## src/core/spi_cfg_map.vh

```
/*
  Constants for the SPI configuration and identification register bank:
  register offsets, field positions, reset values and timing counts.
  Assumes inclusion by spi_cfg_regs.v only; holds definitions only.
*/
`ifndef SPI_CFG_MAP_VH
`define SPI_CFG_MAP_VH

// Register offsets (15-bit SPI address space)
`define OFS_IFACE_CFG      15'h0000
`define OFS_OPMODE         15'h0002
`define OFS_CLASS          15'h0003
`define OFS_FAMILY_LO      15'h0004
`define OFS_FAMILY_HI      15'h0005
`define OFS_MAKER_LO       15'h000C
`define OFS_MAKER_HI       15'h000D
`define OFS_STREAM_CTL     15'h0010

// Reset values
`define RST_IFACE_CFG      8'h30
`define RST_OPMODE         8'h00
`define RST_CLASS_HI       4'h0
`define RST_STREAM_CTL     8'h00

// Field positions
`define BIT_SOFT_RESET     7
`define BIT_STEP_UP        5
`define BIT_SEP_OUT        4
`define BIT_ADDR_FREEZE    0

// Operating mode codes
`define MODE_NORMAL        2'h0
`define MODE_POWER_DOWN    2'h3

// Frame layout
`define HDR_BITS           16

// Chip reset duration after a software reset
`define SOFT_RST_NS        750
`define CLK_PERIOD_NS      8
`define SOFT_RST_CYC       (`SOFT_RST_NS / `CLK_PERIOD_NS)

`endif

```

## src/core/pin_sync.v

```verilog
/*
  Two flip-flop synchroniser for a group of pin inputs.
  Assumes the inputs are asynchronous to clk; no reset is needed.
*/
`timescale 1ns/1ps
module pin_sync #(
  parameter W = 1
) (
  // Clock
  input  wire         clk,
  // Asynchronous inputs and synchronised outputs
  input  wire [W-1:0] din,
  output wire [W-1:0] dout
);

  genvar i;

  // One two-stage chain per bit; stage one feeds only stage two
  generate
    for (i = 0; i < W; i = i + 1) begin : g_bit
      reg meta_q;
      reg stab_q;
      always @(posedge clk) begin
        meta_q <= din[i];
        stab_q <= meta_q;
      end
      assign dout[i] = stab_q;
    end
  endgenerate

endmodule // pin_sync

```

## src/core/spi_cfg_regs.v

```verilog
/*
  SPI slave holding the converter's interface configuration, operating
  mode, identification and streaming address registers.
  Assumes SPI mode 0 from an external host, MSB first: one R/W bit
  (1 = read), 15 address bits, then streamed data bytes. SCLK must be
  no faster than CORE_CLK / 8, as pins are oversampled.
*/
// How it works
// - Soft reset bit resets all registers, self-clears
// - Step-up bit 1 increments, 0 decrements address
// - Separate-output flag reads 1; read data on SDO
// - Mode 0 normal, 3 power down, else reserved
// - Class code fixed read-only in low nibble
// - Family code fixed read-only sixteen bits
// - Maker code fixed read-only sixteen bits
// - Freeze bit holds address during streaming
`timescale 1ns/1ps
`include "spi_cfg_map.vh"
module spi_cfg_regs #(
  parameter [3:0]  CLASS_CODE  = 4'hA,      // Arbitrary value
  parameter [15:0] FAMILY_CODE = 16'h1234,  // Arbitrary value
  parameter [15:0] MAKER_CODE  = 16'h5A5A   // Arbitrary value
) (
  // Clock and reset
  input  wire       CORE_CLK,
  input  wire       RST,
  // SPI pins
  input  wire       SPI_CS_N,
  input  wire       SPI_SCLK,
  input  wire       SPI_SDI,
  output wire       SPI_SDO,
  output wire       SPI_SDO_OE,
  // Device control
  output wire       CHIP_RESET,
  output wire [1:0] OP_MODE,
  output wire       MODE_NORMAL,
  output wire       POWER_DOWN
);

  // Synchronised pins
  wire       cs_n_s;
  wire       sclk_s;
  wire       sdi_s;
  reg        sclk_prev_q;
  wire       rise;
  wire       fall;

  // Frame engine state
  reg [15:0] sh_q;
  reg [3:0]  cnt_q;
  reg        in_data_q;
  reg        rd_q;
  reg [14:0] addr_q;
  reg [7:0]  tx_q;
  reg        sdo_q;
  reg        sdo_oe_q;
  reg        wr_stb_q;
  reg [14:0] wr_addr_q;
  reg [7:0]  wr_data_q;

  // Registers
  reg [7:0]  iface_q;
  reg [7:0]  opmode_q;
  reg [3:0]  class_hi_q;
  reg [7:0]  stream_q;
  reg [6:0]  rst_cnt_q;
  reg        chip_rst_q;
  wire       soft_go;
  wire       reg_rst;
  reg [15:0] sh_d;

  // Timing counts, cut on purpose to the widths of the counters using them
  wire [31:0] hdr_last = `HDR_BITS - 1;
  wire [31:0] rst_len  = `SOFT_RST_CYC;

  pin_sync #(
    .W (3)
  ) u_sync (
    .clk  (CORE_CLK),
    .din  ({SPI_CS_N, SPI_SCLK, SPI_SDI}),
    .dout ({cs_n_s, sclk_s, sdi_s})
  );

  // Read decode; unmapped addresses return zero
  function [7:0] rd_byte;
    input [14:0] a;
    begin
      case (a)
        `OFS_IFACE_CFG:  rd_byte = {1'b0, iface_q[6:5], 1'b1, iface_q[3:0]};
        `OFS_OPMODE:     rd_byte = opmode_q;
        `OFS_CLASS:      rd_byte = {class_hi_q, CLASS_CODE};
        `OFS_FAMILY_LO:  rd_byte = FAMILY_CODE[7:0];
        `OFS_FAMILY_HI:  rd_byte = FAMILY_CODE[15:8];
        `OFS_MAKER_LO:   rd_byte = MAKER_CODE[7:0];
        `OFS_MAKER_HI:   rd_byte = MAKER_CODE[15:8];
        `OFS_STREAM_CTL: rd_byte = stream_q;
        default:         rd_byte = 8'h00;
      endcase
    end
  endfunction

  // Address for the next streamed byte
  function [14:0] next_addr;
    input [14:0] a;
    begin
      if (stream_q[`BIT_ADDR_FREEZE])
        next_addr = a;
      else if (iface_q[`BIT_STEP_UP])
        next_addr = a + 15'h0001;
      else
        next_addr = a - 15'h0001;
    end
  endfunction

  // Edge detect on the stable synchronised clock
  always @(posedge CORE_CLK) begin
    if (RST)
      sclk_prev_q <= 1'b0;
    else
      sclk_prev_q <= sclk_s;
  end
  assign rise = sclk_s & ~sclk_prev_q & ~cs_n_s;
  assign fall = ~sclk_s & sclk_prev_q & ~cs_n_s;

  // Next shift value
  always @* begin
    sh_d = {sh_q[14:0], sdi_s};
  end

  // Frame engine: header capture, streaming, read data and write strobes
  always @(posedge CORE_CLK) begin
    if (RST || cs_n_s) begin
      sh_q      <= 16'h0000;
      cnt_q     <= 4'h0;
      in_data_q <= 1'b0;
      rd_q      <= 1'b0;
      addr_q    <= 15'h0000;
      tx_q      <= 8'h00;
      sdo_q     <= 1'b0;
      sdo_oe_q  <= 1'b0;
      wr_stb_q  <= 1'b0;
      wr_addr_q <= 15'h0000;
      wr_data_q <= 8'h00;
    end else begin
      wr_stb_q <= 1'b0;
      if (rise) begin
        sh_q  <= sh_d;
        cnt_q <= cnt_q + 4'h1;
        if (!in_data_q) begin
          if (cnt_q == hdr_last[3:0]) begin
            in_data_q <= 1'b1;
            cnt_q     <= 4'h0;
            rd_q      <= sh_d[15];
            addr_q    <= sh_d[14:0];
            tx_q      <= rd_byte(sh_d[14:0]);
            sdo_oe_q  <= sh_d[15];
          end
        end else if (cnt_q[2:0] == 3'h7) begin
          addr_q <= next_addr(addr_q);
          if (rd_q)
            tx_q <= rd_byte(next_addr(addr_q));
          else begin
            wr_stb_q  <= 1'b1;
            wr_addr_q <= addr_q;
            wr_data_q <= sh_d[7:0];
          end
        end
      end else if (fall && in_data_q && rd_q) begin
        // Read data leaves on the dedicated output only
        sdo_q <= tx_q[7];
        tx_q  <= {tx_q[6:0], 1'b0};
      end
    end
  end

  // Software reset request and the register reset it drives
  assign soft_go = wr_stb_q && (wr_addr_q == `OFS_IFACE_CFG) && wr_data_q[`BIT_SOFT_RESET];
  assign reg_rst = RST | soft_go;

  // Register writes; read-only fields are not stored
  always @(posedge CORE_CLK) begin
    if (reg_rst) begin
      iface_q    <= `RST_IFACE_CFG;
      opmode_q   <= `RST_OPMODE;
      class_hi_q <= `RST_CLASS_HI;
      stream_q   <= `RST_STREAM_CTL;
    end else if (wr_stb_q) begin
      case (wr_addr_q)
        `OFS_IFACE_CFG:  iface_q    <= {1'b0, wr_data_q[6:5], 1'b1, wr_data_q[3:0]};
        `OFS_OPMODE:     opmode_q   <= wr_data_q;
        `OFS_CLASS:      class_hi_q <= wr_data_q[7:4];
        `OFS_STREAM_CTL: stream_q   <= wr_data_q;
        default:         iface_q    <= iface_q;
      endcase
    end
  end

  // Chip reset pulse held for the reset duration after a software reset
  always @(posedge CORE_CLK) begin
    if (RST) begin
      rst_cnt_q  <= 7'h00;
      chip_rst_q <= 1'b0;
    end else if (soft_go) begin
      rst_cnt_q  <= rst_len[6:0];
      chip_rst_q <= 1'b1;
    end else if (rst_cnt_q != 7'h00) begin
      rst_cnt_q  <= rst_cnt_q - 7'h01;
      chip_rst_q <= (rst_cnt_q != 7'h01);
    end
  end

  // Outputs
  assign SPI_SDO     = sdo_q;
  assign SPI_SDO_OE  = sdo_oe_q;
  assign CHIP_RESET  = chip_rst_q;
  assign OP_MODE     = opmode_q[1:0];
  assign MODE_NORMAL = (opmode_q[1:0] == `MODE_NORMAL);
  assign POWER_DOWN  = (opmode_q[1:0] == `MODE_POWER_DOWN);

endmodule // spi_cfg_regs

```

## config.mk

```make
export PLATFORM = sky130hd
export DESIGN_NAME = spi_cfg_regs
export DESIGN_NICKNAME = d
export VERILOG_FILES = /design/src/core/pin_sync.v /design/src/core/spi_cfg_regs.v
export VERILOG_INCLUDE_DIRS = /design/src /design/src/core
export SDC_FILE = /design/constraint.sdc
export NUM_CORES = 1
export LEC_CHECK = 0
export BUFFER_PORTS_ARGS = -buffer_cell sky130_fd_sc_hd__buf_2
export CAP_MARGIN = 20
export CORE_MARGIN = 5
export CORE_UTILIZATION = 50
export CTS_CLUSTER_SIZE = 16
export DETAILED_ROUTE_END_ITERATION = 6
export GPL_TIMING_DRIVEN = 0
export PLACE_DENSITY = 0.76
export RECOVER_POWER = 100
export SETUP_SLACK_MARGIN = 0.1
export SLEW_MARGIN = 5
export SYNTH_ARGS = -nofsm -noshare
export SYNTH_HDL_FRONTEND = slang
export SYNTH_SLANG_ARGS = --single-unit
```

## constraint.sdc

```tcl
create_clock -name CORE_CLK -period 3.8 [get_ports CORE_CLK]
set_input_delay 0.76 -clock CORE_CLK [delete_from_list [all_inputs] [get_ports CORE_CLK]]
set_output_delay 0.76 -clock CORE_CLK [all_outputs]
set_load 0.01 [all_outputs]
```

-- After elaboration in Yosys (flattened, before gate mapping)
Index checks and enable logic that the tools add are counted.
- bits in registers: 110
- input port bits: 5
- output and inout bits: 7
- $add $sub $neg: 4
- eq/ne operators: 25
- mux-type cells: 27
- bitwise operators: 12
- reductions and logical operators: 26
- operator list (cell ; number):
    $mux 15 ; 10
    $pmux 8 s7 ; 2
    $eq 15x2->1 const B ; 6
    $eq 15x3->1 const B ; 4
    $eq 15x4->1 const B ; 4
    $mux 8 ; 6
    $eq 15x5->1 const B ; 3
    $logic_not 15->1 ; 3
    $add 15x1->15 const B ; 1
    $sub 15x1->15 const B ; 1
    $mux 7 ; 2
    $reduce_and 2->1 ; 5
    $mux 4 ; 2
    $reduce_and 4->1 ; 2
    $ne 7x1->1 const B ; 1
    $not 1->1 ; 7
    $reduce_bool 7->1 ; 1
    $sub 7x1->7 const B ; 1
    $ne 3x2->1 const B ; 2
    $reduce_and 3->1 ; 2
    $reduce_bool 2->1 ; 3
    $reduce_or 2->1 ; 3
    $mux 1 ; 5
    $add 4x1->4 const B ; 1
    other kinds (11) ; 17

-- Logic depth before layout (Yosys ltp)
- depth in word-level cells: 15
- depth in mapped cells: 11
- gate-level depth less buffers: 10

-- Hierarchy
A second synthesis with hierarchy kept.
- cells, all modules: 759
- area total of the unflattened synthesis: 6010.8 sq um
- modules (own cells, without submodules) (module ; instances ; cells an instance ; area each (sq um) ; sequential area each (sq um)):
    spi_cfg_regs ; 1 ; 750 ; 5868.1 ; 2082.0
    pin_sync ; 1 ; 9 ; 142.6 ; 120.1

-- Worst setup path before layout
Ideal clock, no wire load.
- path kind: register to register
- from: reg iface_q[5]
- to: reg tx_q[2]
- library setup time: 0.069 ns
- arrival time: 2.907 ns
- setup slack: 0.824 ns
- cell stages (with the launch flop): 12
- clock period less this slack: 2.976 ns
- cell sequence: dfxtp_1 inv_1 ha_1 buf_6 nand3_1 o211a_1 o31a_1 xnor2_1 a2111o_1 nor4_4 nand4_2 o21ai_1
- longest elaborated chain between the ends: 14
- elaborated cells on any way between the ends: 21
- classes of those cells: 7 x eq/ne; 12 x mux; 2 x reduce/logical
- ends and longest elaborated chain (element ; line ; RTL):
    from (decl) ; spi_cfg_regs.v:62 ; reg [7:0] iface_q;
    from (signal assigned) ; spi_cfg_regs.v:183 ; iface_q <= `RST_IFACE_CFG;
    from (signal assigned) ; spi_cfg_regs.v:189 ; `OFS_IFACE_CFG: iface_q <= {1'b0, wr_data_q[6:5], 1'b1, wr_data_q[3:0]};
    from (signal assigned) ; spi_cfg_regs.v:193 ; default: iface_q <= iface_q;
    $mux 15 * ; spi_cfg_regs.v:108 ; else if (iface_q[`BIT_STEP_UP])
    $mux 15 * ; - ;
    $mux 15 * ; spi_cfg_regs.v:160 ; if (rd_q)
    $mux 15 * ; spi_cfg_regs.v:158 ; end else if (cnt_q[2:0] == 3'h7) begin
    $mux 15 * ; spi_cfg_regs.v:149 ; if (!in_data_q) begin
    $mux 15 * ; spi_cfg_regs.v:146 ; if (rise) begin
    $mux 15 * ; spi_cfg_regs.v:132 ; if (RST || cs_n_s) begin
    $eq 15x4->1 ; spi_cfg_regs.v:88 ; case (a)
    $reduce_or 2->1 (no source line) ; - ;
    $pmux 8 s7 * ; spi_cfg_regs.v:88 ;
    $mux 8 * ; spi_cfg_regs.v:160 ;
    $mux 8 * ; spi_cfg_regs.v:158 ;
    $mux 8 * ; spi_cfg_regs.v:149 ;
    $mux 8 * ; spi_cfg_regs.v:146 ;
    to (signal assigned) ; spi_cfg_regs.v:155 ; tx_q <= rd_byte(sh_d[14:0]);
    to (signal assigned) ; spi_cfg_regs.v:161 ; tx_q <= rd_byte(next_addr(addr_q));
    to (signal assigned) ; spi_cfg_regs.v:171 ; tx_q <= {tx_q[6:0], 1'b0};
    to (decl) ; spi_cfg_regs.v:54 ; reg [7:0] tx_q;
Mark *: on every way between the ends. The rest lies on a longest branch, timed or not. The select of a mux whose other input is x is not followed.
A chain may end at the register's enable or synchronous reset.

-- Worst setup path in the final report
- from: reg iface_q[5]
- to: reg tx_q[3]
Same word-level chain as after synthesis.

==> run_results.csv <==
group,metric,value,unit
detailed_routing,vias_per_cell,6.211,
setup_path,cp_data_arrival_time,3830,ps
cts,h-tree-depth,3,
flow_run,maxCapViolCount,0,
detailed_routing,drc,0,
cts,clkSlewWorstSetupHoldPaths,70,ps
grt,grt_pass1_vias,5553,
yosys,ys_async_sr_fraction,0,%
sta,fin_tns_setup,0,ps
setup_path,path_class,"reg -> reg",
hold_path,min_from,"u_sync.g_bit[1].meta_q",
detailed_routing,wl_per_cell,18.63,µm
placement,port_buffers,10,
sta,fin_crit_sh,93.60,%
die,start_util,50.49,%
die,placementRows,40,
setup_path,crit_path_end_kind,"register",
placement,pre_cts_slack,132.4,ps
yosys,seq_area_frac_synth,36.77,%
sta,tightest_slew,1236,ps
power_and_ir_drop,vdd_drop_max,280.5,µV
yosys,synth-edff-count,0,
final_layout,multi_input_area,3525,µm²
sta,hold_violations,0,
setup_path,required,4080,ps
detailed_routing,firstDrtPassIters,5,
final_layout,num-fill-cells,1083,
placement,dp_hpwl,12.65,mm
grt,grt_max_degree,18,
sta,slew_headroom,16.90,%
sta,finClkSkew,8.008,ps
yosys,yosysUniqueCellTypes,73,
grt,grt.total_usage,24.73,%
run_status,outcome,"completed",
yosys,synth_flop_cell,"dfxtp_1",
sta,rsz0062_at_grt,"false",
die,io_pins,12,
sta,period_needed,3557,ps
yosys,synthXorXnorAreaFrac,2.048,%
sta,holdWs,332.2,ps
final_layout,layout_commonest_cell,"nand2_1",
yosys,avgSynthCellArea,7.921,µm²
detailed_routing,first_iter_violations,470,
yosys,yosys.area_share.simple,24.78,%
setup_path,worstSetupStartpointType,"register",
grt,overflow,0,
yosys,synth_top_area_cell,"dfxtp_1",
power_and_ir_drop,p_per_area,366.3,nW/µm²
die,die_x,119.4,µm
sta,maxSlewViolCount,0,
sta,finalSetupViolCount,0,
final_layout,final-seq-area,2203,µm²
setup_path,startpoint,"iface_q[5]",
yosys,ys_warn_count,0,
final_layout,final_cell_mix,"nand2_1 (139), dfxtp_1 (109), a21oi_1 (90)",
yosys,synthAdderAreaFrac,3.886,%
die,die-area,14260,µm²
cts,cts_buffers,9,
cts,clock_sinks,110,
yosys,synth.area.top_cells,"dfxtp_1 (37%), nand2_1 (8.7%), a21oi_1 (7.5%), mux2i_1 (5.3%), nor2_1 (4.3%)",
yosys,synth_nets,779,
yosys,synth_top_family_by_area,"simple AND/OR/NAND/NOR gates",
final_layout,insertedDiodeCount,0,
placement,gp_congestion,0.9571,
detailed_routing,antenna_left,0,
detailed_routing,routed_wl,17.34,mm
cts,clk_latency,360,ps
setup_path,r2r_start,"iface_q[5]",
yosys,synth_compound_area_share,21.81,%
final_layout,final_nets,803,
cts,cts_root_buf,"clkbuf_16",
yosys,synth_mux_area_share,6.289,%
placement,placed_cells,913,
cts,cts_tree,"yes",
yosys,synthesis.area,5988,µm²
detailed_routing,num_vias,5782,
grt,antenna_found_initial,0,
setup_path,path_max_fanout,15,
hold_path,hold_class,"reg -> reg",
die,core_area,11860,µm²
sta,fmax,0.2811,GHz
power_and_ir_drop,p_leak,2.209,nW
die,die_y,119.4,µm
cts,clock_path_buffers,2,
yosys,synth_top_area_share,36.77,%
yosys,synthCells,756,
final_layout,final_cells,931,
final_layout,drive_gt1_share,6.760,%
final_layout,syn_to_final_growth,9.423,%
final_layout,fin_util,55.24,%
sta,setup_ws,243.1,ps
grt,grt_pass1_wl,28.46,mm
yosys,ys_ff_latch,110,
==> path summary, 6_finish.rpt <==
path                       endpoint  slack [ps]  cells past startpoint
max reg2reg                 tx_q[3]         240                     12
max                         tx_q[3]         240                     12
min          u_sync.g_bit[1].stab_q         330                      0
min reg2reg  u_sync.g_bit[1].stab_q         330                      0
==> worst max-delay path, stage by stage, from the launching register on <==
cell,delay [ps]
dfxtp_2,440
clkinvlp_4,160
buf_12,170
fa_1,420
a21oi_1,250
or4_1,150
nand4_1,310
or4_1,610
clkbuf_1,180
nor2b_1,260
and2_0,170
o311ai_0,130
o21ai_0,200
==> routing by layer <==
| layer | global-route usage [%] | up-vias | wire (µm) |
|---|---|---|---|
| met3 | 5.793 | 32 | 1301 |
| met5 | 0 | - | 0 |
| met1 | 32.55 | 2750 | 7507 |
| li1 | - | 2763 | - |
| met4 | 9.234 | 0 | 414 |
| met2 | 39.49 | 237 | 8119 |
==> Yosys cell counts, types with 6 or more instances <==
master    number
o31ai_1        6
o22ai_1        7
nor4_1        10
a22oi_1        6
a21oi_1       90
o211ai_1       8
nor2_1        69
mux2i_1       32
xor2_1         7
and3_1         6
o21ai_0       28
dfxtp_1      110
nand2_1      139
nor2b_1        7
nor3_1        18
clkbuf_1      30
nand4_1        9
nand3_1        8
buf_2          7
inv_1         12
buf_1          6
a31oi_1       10
ha_1          17
xnor2_1        7
==> report_power, final <==
| group | switching (mW) | total (mW) | internal [mW] |
|---|---|---|---|
| combinational | 0.132 | 0.220 | 0.0885 |
| clock | 0.435 | 0.966 | 0.531 |
| sequential | 0.0302 | 1.21 | 1.18 |
==> area by class of cell <==
cell class	instances	area share (%)
clock inverters	4	0.8593
multi-input cells	586	53.79
plain buffers	48	3.265
clock buffers	11	3.704
well taps	147	2.807
inverters	12	0.7447
flip-flops and latches	110	33.63
repair buffers	13	1.203
==> registers in the layout (all words and copies together) (netlist names), 7 cells and up <==
name,count
addr_q,15
opmode_q,8
rst_cnt_q,7
sh_q,15
stream_q,8
tx_q,8
wr_addr_q,15
wr_data_q,8
==> through the flow <==
step	power (mW)	instance area, µm²
floorplan	1.403	5988
global placement	1.446	6222
detailed placement	1.460	6222
CTS	2.417	6560
global route	2.490	6553
finish	2.400	6553
==> cell families (layout without fill, tap and decap cells) <==
logic type	after synthesis	count (layout)
AOI/OAI and AO/OA	207	207
DFF	110	110
buffers and inverters	60	88
xor gates and xnor gates	14	14
and+or+nand+nor	310	310
adders and majority gates	18	18
muxes	37	37
==> what timing repair did <==
item | in CTS | in global routing
pin swaps | 0 | 0
resized for setup | 1 | 3
endpoints found under the setup margin | 1 | 8
buffers inserted | 3 | 0
hold buffers | 0 | 0
Power figures use the tool's default switching activity.
